### src/shared/npr_pkg.sv
// package: offsets, reset values and field layout of the oscillator preset bank
package npr_pkg;
    localparam logic [11:0] FREQ_A1_OFFSET = 12'h228;
    localparam logic [11:0] PHASE_A1_OFFSET = 12'h22C;
    localparam logic [11:0] FREQ_A2_OFFSET = 12'h230;
    localparam logic [11:0] PHASE_A2_OFFSET = 12'h234;
    localparam logic [11:0] FREQ_A3_OFFSET = 12'h238;
    localparam logic [11:0] PHASE_A3_OFFSET = 12'h23C;
    localparam logic [11:0] FREQ_B0_OFFSET = 12'h240;
    localparam logic [11:0] PHASE_B0_OFFSET = 12'h244;
    localparam logic [11:0] FREQ_B1_OFFSET = 12'h248;
    localparam logic [11:0] MODE_CTRL_OFFSET = 12'h260;
    localparam logic [11:0] PRESET_SEL_OFFSET = 12'h264;
    localparam logic [31:0] FREQ_RESET = 32'hC0000000;
    localparam logic [15:0] PHASE_RESET = 16'h0000;
    localparam logic [1:0] PRESET_SEL_RESET = 2'h0;
    localparam logic MODE_RESET = 1'b0;
    localparam int FREQ_MSB = 31;
    localparam int PHASE_MSB = 15;
    localparam int PHASE_LSB_POS = 16;
    localparam int SEL_MSB = 1;
    localparam int MODE_BIT = 0;
    localparam logic [31:0] UNMAPPED_READ = 32'h00000000;
endpackage : npr_pkg

### src/rtl/npr_preset_bank.sv
// oscillator frequency and phase preset register bank with Avalon-MM slave
//
// Behaviour
// - frequency presets 32-bit RW, reset C0000000
// - phase presets 16-bit RW, reset zero
// - interleaved mode ignores channel B presets
// - channel A frequency words at 228/230/238
// - channel A phase words four above
// - channel B preset words at 240/244/248
// - phase left justified, added to accumulator
//
// The Avalon-MM register port was left to the implementer.
`timescale 1ns/1ns
module npr_preset_bank (
    input wire logic clk,
    input wire logic rst_n,
    input wire logic [11:0] avsAddress,
    input wire logic avsRead,
    input wire logic avsWrite,
    input wire logic [31:0] avsWriteData,
    input wire logic [3:0] avsByteEnable,
    output logic [31:0] avsReadData,
    output logic avsWaitRequest,
    output logic [31:0] chanAFreq,
    output logic [31:0] chanAPhaseWord,
    output logic [31:0] chanBFreq,
    output logic [31:0] chanBPhaseWord,
    output logic interleavedMode
);

    // ----------------------------------------------------------------
    // bus handshake: one wait cycle, answer on the second edge
    // ----------------------------------------------------------------
    logic ackPend_q;
    logic access;
    assign access = avsRead | avsWrite;
    always_ff @(posedge clk or negedge rst_n) begin
        if (!rst_n) begin
            ackPend_q <= 1'b0;
        end else begin
            ackPend_q <= access & ~ackPend_q;
        end
    end
    assign avsWaitRequest = access & ~ackPend_q;

    logic doWrite;
    assign doWrite = avsWrite & ackPend_q;

    function automatic logic [31:0] mergeBytes(input logic [31:0] old, input logic [31:0] wdata,
                                               input logic [3:0] be);
        logic [31:0] res;
        res = old;
        for (int i = 0; i < 4; i++) begin
            if (be[i]) begin
                res[i*8 +: 8] = wdata[i*8 +: 8];
            end
        end
        return res;
    endfunction : mergeBytes

    // ----------------------------------------------------------------
    // phase word helpers
    // ----------------------------------------------------------------
    // read-back of a phase register: upper half reads zero
    function automatic logic [31:0] padPhase(input logic [15:0] phase);
        return {16'h0000, phase};
    endfunction : padPhase

    // phase preset placed in the upper half of the accumulator word
    function automatic logic [31:0] leftJust(input logic [15:0] phase);
        return {phase, 16'h0000};
    endfunction : leftJust

    // phase registers keep only the two low byte lanes
    function automatic logic [15:0] mergeLow(input logic [15:0] old, input logic [31:0] wdata,
                                             input logic [3:0] be);
        logic [31:0] full;
        full = mergeBytes(padPhase(old), wdata, be);
        return full[15:0];
    endfunction : mergeLow

    // true on the completing edge of a write to one offset
    function automatic logic wrHit(input logic wrEn, input logic [11:0] addr, input logic [11:0] offset);
        return wrEn && (addr == offset);
    endfunction : wrHit

    // ----------------------------------------------------------------
    // preset storage
    // ----------------------------------------------------------------
    logic [31:0] nco_freq_chan_a_preset1_q, nco_freq_chan_a_preset2_q, nco_freq_chan_a_preset3_q, nco_freq_chan_b_preset0_q, nco_freq_chan_b_preset1_q;
    logic [15:0] nco_phase_chan_a_preset1_q, nco_phase_chan_a_preset2_q, nco_phase_chan_a_preset3_q, nco_phase_chan_b_preset0_q;
    logic [1:0] presetSel_q;
    logic mode_q;

    always_ff @(posedge clk or negedge rst_n) begin
        if (!rst_n) begin
            nco_freq_chan_a_preset1_q <= npr_pkg::FREQ_RESET;
        end else if (wrHit(doWrite, avsAddress, npr_pkg::FREQ_A1_OFFSET)) begin
            nco_freq_chan_a_preset1_q <= mergeBytes(nco_freq_chan_a_preset1_q, avsWriteData, avsByteEnable);
        end
    end

    always_ff @(posedge clk or negedge rst_n) begin
        if (!rst_n) begin
            nco_freq_chan_a_preset2_q <= npr_pkg::FREQ_RESET;
        end else if (wrHit(doWrite, avsAddress, npr_pkg::FREQ_A2_OFFSET)) begin
            nco_freq_chan_a_preset2_q <= mergeBytes(nco_freq_chan_a_preset2_q, avsWriteData, avsByteEnable);
        end
    end

    always_ff @(posedge clk or negedge rst_n) begin
        if (!rst_n) begin
            nco_freq_chan_a_preset3_q <= npr_pkg::FREQ_RESET;
        end else if (wrHit(doWrite, avsAddress, npr_pkg::FREQ_A3_OFFSET)) begin
            nco_freq_chan_a_preset3_q <= mergeBytes(nco_freq_chan_a_preset3_q, avsWriteData, avsByteEnable);
        end
    end

    always_ff @(posedge clk or negedge rst_n) begin
        if (!rst_n) begin
            nco_freq_chan_b_preset0_q <= npr_pkg::FREQ_RESET;
        end else if (wrHit(doWrite, avsAddress, npr_pkg::FREQ_B0_OFFSET)) begin
            nco_freq_chan_b_preset0_q <= mergeBytes(nco_freq_chan_b_preset0_q, avsWriteData, avsByteEnable);
        end
    end

    always_ff @(posedge clk or negedge rst_n) begin
        if (!rst_n) begin
            nco_freq_chan_b_preset1_q <= npr_pkg::FREQ_RESET;
        end else if (wrHit(doWrite, avsAddress, npr_pkg::FREQ_B1_OFFSET)) begin
            nco_freq_chan_b_preset1_q <= mergeBytes(nco_freq_chan_b_preset1_q, avsWriteData, avsByteEnable);
        end
    end

    always_ff @(posedge clk or negedge rst_n) begin
        if (!rst_n) begin
            nco_phase_chan_a_preset1_q <= npr_pkg::PHASE_RESET;
        end else if (wrHit(doWrite, avsAddress, npr_pkg::PHASE_A1_OFFSET)) begin
            nco_phase_chan_a_preset1_q <= mergeLow(nco_phase_chan_a_preset1_q, avsWriteData, avsByteEnable);
        end
    end

    always_ff @(posedge clk or negedge rst_n) begin
        if (!rst_n) begin
            nco_phase_chan_a_preset2_q <= npr_pkg::PHASE_RESET;
        end else if (wrHit(doWrite, avsAddress, npr_pkg::PHASE_A2_OFFSET)) begin
            nco_phase_chan_a_preset2_q <= mergeLow(nco_phase_chan_a_preset2_q, avsWriteData, avsByteEnable);
        end
    end

    always_ff @(posedge clk or negedge rst_n) begin
        if (!rst_n) begin
            nco_phase_chan_a_preset3_q <= npr_pkg::PHASE_RESET;
        end else if (wrHit(doWrite, avsAddress, npr_pkg::PHASE_A3_OFFSET)) begin
            nco_phase_chan_a_preset3_q <= mergeLow(nco_phase_chan_a_preset3_q, avsWriteData, avsByteEnable);
        end
    end

    always_ff @(posedge clk or negedge rst_n) begin
        if (!rst_n) begin
            nco_phase_chan_b_preset0_q <= npr_pkg::PHASE_RESET;
        end else if (wrHit(doWrite, avsAddress, npr_pkg::PHASE_B0_OFFSET)) begin
            nco_phase_chan_b_preset0_q <= mergeLow(nco_phase_chan_b_preset0_q, avsWriteData, avsByteEnable);
        end
    end

    // ----------------------------------------------------------------
    // control registers: preset selection and interleaved mode
    // ----------------------------------------------------------------
    always_ff @(posedge clk or negedge rst_n) begin
        if (!rst_n) begin
            presetSel_q <= npr_pkg::PRESET_SEL_RESET;
        end else if (wrHit(doWrite, avsAddress, npr_pkg::PRESET_SEL_OFFSET) && avsByteEnable[0]) begin
            presetSel_q <= avsWriteData[npr_pkg::SEL_MSB:0];
        end
    end

    always_ff @(posedge clk or negedge rst_n) begin
        if (!rst_n) begin
            mode_q <= npr_pkg::MODE_RESET;
        end else if (wrHit(doWrite, avsAddress, npr_pkg::MODE_CTRL_OFFSET) && avsByteEnable[0]) begin
            mode_q <= avsWriteData[npr_pkg::MODE_BIT];
        end
    end

    // ----------------------------------------------------------------
    // read mux, registered; reads change no state
    // ----------------------------------------------------------------
    logic [31:0] readMux;
    always_comb begin
        case (avsAddress)
            npr_pkg::FREQ_A1_OFFSET: begin
                readMux = nco_freq_chan_a_preset1_q;
            end
            npr_pkg::FREQ_A2_OFFSET: begin
                readMux = nco_freq_chan_a_preset2_q;
            end
            npr_pkg::FREQ_A3_OFFSET: begin
                readMux = nco_freq_chan_a_preset3_q;
            end
            npr_pkg::FREQ_B0_OFFSET: begin
                readMux = nco_freq_chan_b_preset0_q;
            end
            npr_pkg::FREQ_B1_OFFSET: begin
                readMux = nco_freq_chan_b_preset1_q;
            end
            npr_pkg::PHASE_A1_OFFSET: begin
                readMux = padPhase(nco_phase_chan_a_preset1_q);
            end
            npr_pkg::PHASE_A2_OFFSET: begin
                readMux = padPhase(nco_phase_chan_a_preset2_q);
            end
            npr_pkg::PHASE_A3_OFFSET: begin
                readMux = padPhase(nco_phase_chan_a_preset3_q);
            end
            npr_pkg::PHASE_B0_OFFSET: begin
                readMux = padPhase(nco_phase_chan_b_preset0_q);
            end
            npr_pkg::PRESET_SEL_OFFSET: begin
                readMux = {30'h0, presetSel_q};
            end
            npr_pkg::MODE_CTRL_OFFSET: begin
                readMux = {31'h0, mode_q};
            end
            default: begin
                readMux = npr_pkg::UNMAPPED_READ;
            end
        endcase
    end

    always_ff @(posedge clk or negedge rst_n) begin
        if (!rst_n) begin
            avsReadData <= 32'h00000000;
        end else if (avsRead && !ackPend_q) begin
            avsReadData <= readMux;
        end
    end

    // ----------------------------------------------------------------
    // preset selection toward the oscillators
    // ----------------------------------------------------------------
    logic [31:0] selAFreq, selBFreq;
    logic [15:0] selAPhase, selBPhase;
    always_comb begin
        case (presetSel_q)
            2'h1: begin
                selAFreq = nco_freq_chan_a_preset1_q;
                selAPhase = nco_phase_chan_a_preset1_q;
                selBFreq = nco_freq_chan_b_preset1_q;
                selBPhase = npr_pkg::PHASE_RESET;
            end
            2'h2: begin
                selAFreq = nco_freq_chan_a_preset2_q;
                selAPhase = nco_phase_chan_a_preset2_q;
                selBFreq = npr_pkg::FREQ_RESET;
                selBPhase = npr_pkg::PHASE_RESET;
            end
            2'h3: begin
                selAFreq = nco_freq_chan_a_preset3_q;
                selAPhase = nco_phase_chan_a_preset3_q;
                selBFreq = npr_pkg::FREQ_RESET;
                selBPhase = npr_pkg::PHASE_RESET;
            end
            default: begin
                // channel A preset 0 lives outside this bank
                selAFreq = npr_pkg::FREQ_RESET;
                selAPhase = npr_pkg::PHASE_RESET;
                selBFreq = nco_freq_chan_b_preset0_q;
                selBPhase = nco_phase_chan_b_preset0_q;
            end
        endcase
    end

    // ----------------------------------------------------------------
    // oscillator outputs
    // ----------------------------------------------------------------
    always_ff @(posedge clk or negedge rst_n) begin
        if (!rst_n) begin
            chanAFreq <= npr_pkg::FREQ_RESET;
            chanAPhaseWord <= 32'h00000000;
        end else begin
            chanAFreq <= selAFreq;
            chanAPhaseWord <= leftJust(selAPhase);
        end
    end

    // interleaved mode: channel B copies the channel A selection
    always_ff @(posedge clk or negedge rst_n) begin
        if (!rst_n) begin
            chanBFreq <= npr_pkg::FREQ_RESET;
            chanBPhaseWord <= 32'h00000000;
        end else if (mode_q) begin
            chanBFreq <= selAFreq;
            chanBPhaseWord <= leftJust(selAPhase);
        end else begin
            chanBFreq <= selBFreq;
            chanBPhaseWord <= leftJust(selBPhase);
        end
    end

    assign interleavedMode = mode_q;

endmodule : npr_preset_bank

### config.mk
export PLATFORM = sky130hd
export DESIGN_NAME = npr_preset_bank
export DESIGN_NICKNAME = d
export VERILOG_FILES = /design/src/shared/npr_pkg.sv /design/src/rtl/npr_preset_bank.sv
export SDC_FILE = /design/constraint.sdc
export NUM_CORES = 1
export LEC_CHECK = 0
export ABC_AREA = 1
export BUFFER_PORTS_ARGS = -buffer_cell sky130_fd_sc_hd__buf_2
export CORE_MARGIN = 2
export CORE_UTILIZATION = 45
export CTS_CLUSTER_SIZE = 25
export DETAILED_ROUTE_END_ITERATION = 12
export PLACE_DENSITY = 0.63
export SLEW_MARGIN = 0
export SYNTH_ARGS = -nofsm -noshare
export SYNTH_HDL_FRONTEND = slang
export SYNTH_SLANG_ARGS = --single-unit
### constraint.sdc
create_clock -name clk -period 3.26 [get_ports clk]
set_input_delay 0.652 -clock clk [delete_from_list [all_inputs] [get_ports clk]]
set_output_delay 0.652 -clock clk [all_outputs]
set_load 0.05 [all_outputs]
# Word level (Yosys, flattened, before mapping)

Cells that the tools add are included.

Input bits: 52
Register bits after elaboration: 372
Word-level logic and storage cells: 106
Output and inout bits: 162

Equal/unequal tests: 14
Bitwise operators: 4
Reductions and logical operators: 45
Multiplexer cells: 7

Operators by type and width:

| operator             | number |
|---|---|
| $pmux 32 s11         | 1 |
| $eq 12x10->1 const B | 11 |
| $pmux 32 s3          | 1 |
| $mux 32              | 2 |
| $pmux 32 s2          | 1 |
| $reduce_and 2->1     | 28 |
| $pmux 16 s3          | 1 |
| $mux 16              | 1 |
| $logic_and 1x1->1    | 14 |
| $eq 2x2->1 const B   | 2 |
| $reduce_or 3->1      | 1 |
| $and 1x1->1          | 2 |
| $eq 2x1->1 const B   | 1 |
| $reduce_or 2->1      | 1 |
| $logic_not 1->1      | 1 |
| $not 1->1            | 1 |
| $or 1x1->1           | 1 |

# Depth between registers and ports, before layout

Depth after elaboration: 4
Depth in mapped cells: 12
Gate-level depth less buffers: 12

# Worst setup path before layout

OpenSTA, ideal clock, no wires.

Path kind: input to output
From: input avsWrite
To: output avsWaitRequest
Required time: 2.608 ns
Stages: 2
Arrival: 1.349 ns
Slack: 1.259 ns
Path buffers: 0
Path through: nor2_1 > nor2_1

Cells in the longest elaborated chain, start to end: 2

RTL lines:

| what               | RTL line              | RTL |
|---|---|---|
| start: declaration | npr_preset_bank.sv:19 | `input wire logic avsWrite,` |
| $or 1x1->1         | npr_preset_bank.sv:36 | `assign access = avsRead \| avsWrite;` |
| $and 1x1->1        | npr_preset_bank.sv:44 | `assign avsWaitRequest = access & ~ackPend_q;` |
| end: declaration   | npr_preset_bank.sv:23 | `output logic avsWaitRequest,` |

No other way between the ends.

# Worst setup path after layout

From: register presetSel_q[0]
To: register chanBFreq[31]

Elaborated cells between the ends (all ways): 7
Those cells by class: eq/ne (3); mux (3); reduce/logical (1)

RTL lines:

| what                                     | RTL line               | RTL |
|---|---|---|
| start: declaration                       | npr_preset_bank.sv:92  | `logic [1:0] presetSel_q;` |
| start signal: assignment                 | npr_preset_bank.sv:172 | `presetSel_q <= npr_pkg::PRESET_SEL_RESET;` |
| start signal: assignment                 | npr_preset_bank.sv:174 | `presetSel_q <= avsWriteData[npr_pkg::SEL_MSB:0];` |
| $eq 2x2->1 or $eq 2x1->1 (tied branches) | npr_preset_bank.sv:245 | `case (presetSel_q)` |
| $pmux 32 s3 *                            | npr_preset_bank.sv:245 |  |
| via selAFreq[31]                         | npr_preset_bank.sv:242 | `logic [31:0] selAFreq, selBFreq;` |
| $mux 32 *                                | npr_preset_bank.sv:292 | `end else if (mode_q) begin` |
| end signal: assignment                   | npr_preset_bank.sv:290 | `chanBFreq <= npr_pkg::FREQ_RESET;` |
| end signal: assignment                   | npr_preset_bank.sv:293 | `chanBFreq <= selAFreq;` |
| end signal: assignment                   | npr_preset_bank.sv:296 | `chanBFreq <= selBFreq;` |
| end: declaration                         | npr_preset_bank.sv:26  | `output logic [31:0] chanBFreq,` |

Mark *: on every way through the listed nets, which the timed path passes. The rest lies on a longest branch.
A chain may end at the register's enable or synchronous reset.

==> results.md <==
* Vias/cell at 5.481
* Final min period at 2449 ps
* Share of post-route cells with drive strength above 1 at 15.99%
* CP arrival at 2860 ps
* Ys Warns at 0
* Pre-Repair DR Iteration Count at 8
* CTS buffer count at 39
* Worst hold-check path type: input port to asynchronous set/reset pin
* Clk Latency, worst-skew pair at 530 ps
* Status: completed
* Seq cells post-synth at 356
* Post-CTS sizing at 0
* Peak supply drop at 0.3932 mV
* WL/cell at 19.05 um
* Core ar. at 35,660 um2
* Achievable Freq at 408.3 MHz
* Die height at 194.5 um
* Multi-input logic area at 6356 um2
* Mapped Area at 16,330 um2
* Final hold violation count at 0
* Residual DRC count at 0
* CTS sink cnt at 356
* Area delta synth->final at 15.94%
* Via count at 14,350
* Final Skew at 15.41 ps
* Fillers at 3,406
* Commonest non-fill, non-tap cell in the layout: nand2_1
* First-pass GRT wire length at 79.14 mm
* CP endpoint kind: flop
* Startpoint Class: flop
* Site row count at 69
* Slew Limit Fails at 0
* Leak at 9.570 nW
* Hpwl dp at 33.14 mm
* Fin Setup TNS at 0 ps
* CTS root buffer: clkbuf_16
* Vias in the first global route at 13,750
* Largest net degree at the start of global routing at 104
* Crit. Startpoint: presetSel_q[0]$_DFFE_PN0P_
* Pwr/cell area at 495.4 nW/um2
* Unique cell type count in the Yosys netlist at 30
* Mean area per synthesized cell at 8.258 um2
* Worst Tran Pin Value at 1179 ps
* Max-cap viol count at 0
* Tot Pwr at 9.377 mW
* # Post-CTS Setup Buffers at 0
* # hold bufs at CTS at 0
* Gr usage total at 26.62%
* Grt total ovfl at 0
* # port buffers at 181
* GPL Wtd Cong at 0.8373
* Die area at 37,820 um2
* Critical path data required time at 3670 ps
* Max clock buf depth at 3
* Setup CP Type: flop to flop
* DIE WIDTH at 194.5 um
* Commonest cells after routing, fill and taps aside: 608 x nand2_1, 341 x dfrtp_1, 228 x nand3_1, 180 x buf_2, 133 x o21ai_0
* Cells after Synth at 1,977
* Slew HR at 21.33%
* H-tree Lvls at 2
* Seq. cell area at 8927 um2
* Initial DRC count at 1,243
* I/O Pins at 214
* Drt total wl at 49.90 mm
* Antenna violations before repair at 2
* CTS tree: yes
* Setup-failing EPs final at 0
* Final period util at 75.12%
* Post-synthesis sequential area ratio at 54.68%
* Detail Route Antenna Nets at 0
* Initial core utilization at 45.79%
* CP Max Fanout at 20
* Nets@finish at 2,179
* Reg clk slew, reported paths at 60 ps
* R2r startpoint: presetSel_q[0]$_DFFE_PN0P_
* RSZ-0062 raised after global routing: false
[routing by layer]
layer	vias to the layer above	global-route usage [%]	share of wire, %
li1	6704	-	-
met1	6905	37.22	43
met2	630	42.37	47
met3	115	3.627	6.7
met4	0	10.09	3.4
met5	-	0	0
[critical path: stages (launching register included)]
cell	delay [ps]
dfrtp_2	670
clkinv_1	450
nand2_1	720
o2111ai_1	290
nand2_1	100
o21ai_0	110
[cells by family (layout without fill, tap and decap cells)]
group | Yosys count | count (layout) | synth area share [%]
AOI/OAI and AO/OA | 355 | 355 | 11.61
buffers and inverters | 261 | 410 | 7.120
DFF | 356 | 356 | 54.68
other | 1 | 33 | 0.02297
and+or+nand+nor | 1004 | 1004 | 26.57
[flip-flops by register name, summed over array words and instances, names as in the netlist, 16 cells and up]
signal	cells
nco_phase_chan_a_preset3_q	16
nco_phase_chan_a_preset2_q	16
nco_freq_chan_b_preset0_q	32
nco_freq_chan_b_preset1_q	32
nco_phase_chan_a_preset1_q	16
nco_freq_chan_a_preset3_q	32
nco_phase_chan_b_preset0_q	16
chanBFreq	32
chanBPhaseWord	16
chanAPhaseWord	16
chanAFreq	32
nco_freq_chan_a_preset2_q	32
nco_freq_chan_a_preset1_q	32
avsReadData	32
[worst paths after layout]
check	depth (start not counted)	slack, ps	endpoint
max in group asynchronous	2	2290	nco_freq_chan_b_preset1_q[31]$_DFFE_PN1P_
max reg2reg	5	810	chanBFreq[31]$_DFF_PN1_
min reg2reg	2	470	avsReadData[0]$_DFFE_PN0P_
min in group clk	3	400	ackPend_q$_DFF_PN0_
max	5	810	chanBFreq[31]$_DFF_PN1_
min	1	120	nco_phase_chan_b_preset0_q[13]$_DFFE_PN0P_
[cell type report]
cell class                 count  area share, %
sequential                   356          47.16
multi-input combinational   1391          33.58
timing repair buffer         217          6.729
clock buffer                  58          6.075
tap                          461          3.047
inverter                     122          2.419
clock inverter                13         0.9717
antenna                        1        0.01322
[cells in the mapped netlist, drive strengths merged]
cell	count	area (um2)
dfstp	14	367.9
o2111ai	1	8.760
nand2	618	2360
clkbuf	54	202.7
o21ai	230	1151
a31oi	30	187.7
o211ai	30	225.2
nor2	140	601.8
conb	1	3.750
nor3	4	53.80
nor4	1	21.27
inv	120	450.4
clkinv	2	7.510
a21oi	62	310.3
nand3	241	1301
buf	85	501.7
dfrtp	342	8558
o22ai	2	12.51
[power by group]
group          internal (mW)  switching (mW)
Sequential              4.43         0.00435
Combinational         0.0587           0.338
Clock                   2.77            1.78
[through the flow]
stage | instance area [um2] | setup slack [ps] | hold slack (ps) | instances | util [%]
final | 18930 | 811.0 | 122.9 | 2619 | 53.09
after global routing | 18930 | 696.0 | 190.0 | 2619 | 53.09
after CTS | 18930 | 845.4 | 165.9 | 2618 | 53.08
after detailed placement | 17590 | 684.7 | 462.7 | 2547 | 49.34
after global placement | 17590 | 729.9 | 458.9 | 2547 | 49.34
after floorplan | 16440 | 1259 | 356.4 | 2008 | -
(Power assumes the default switching activity.)
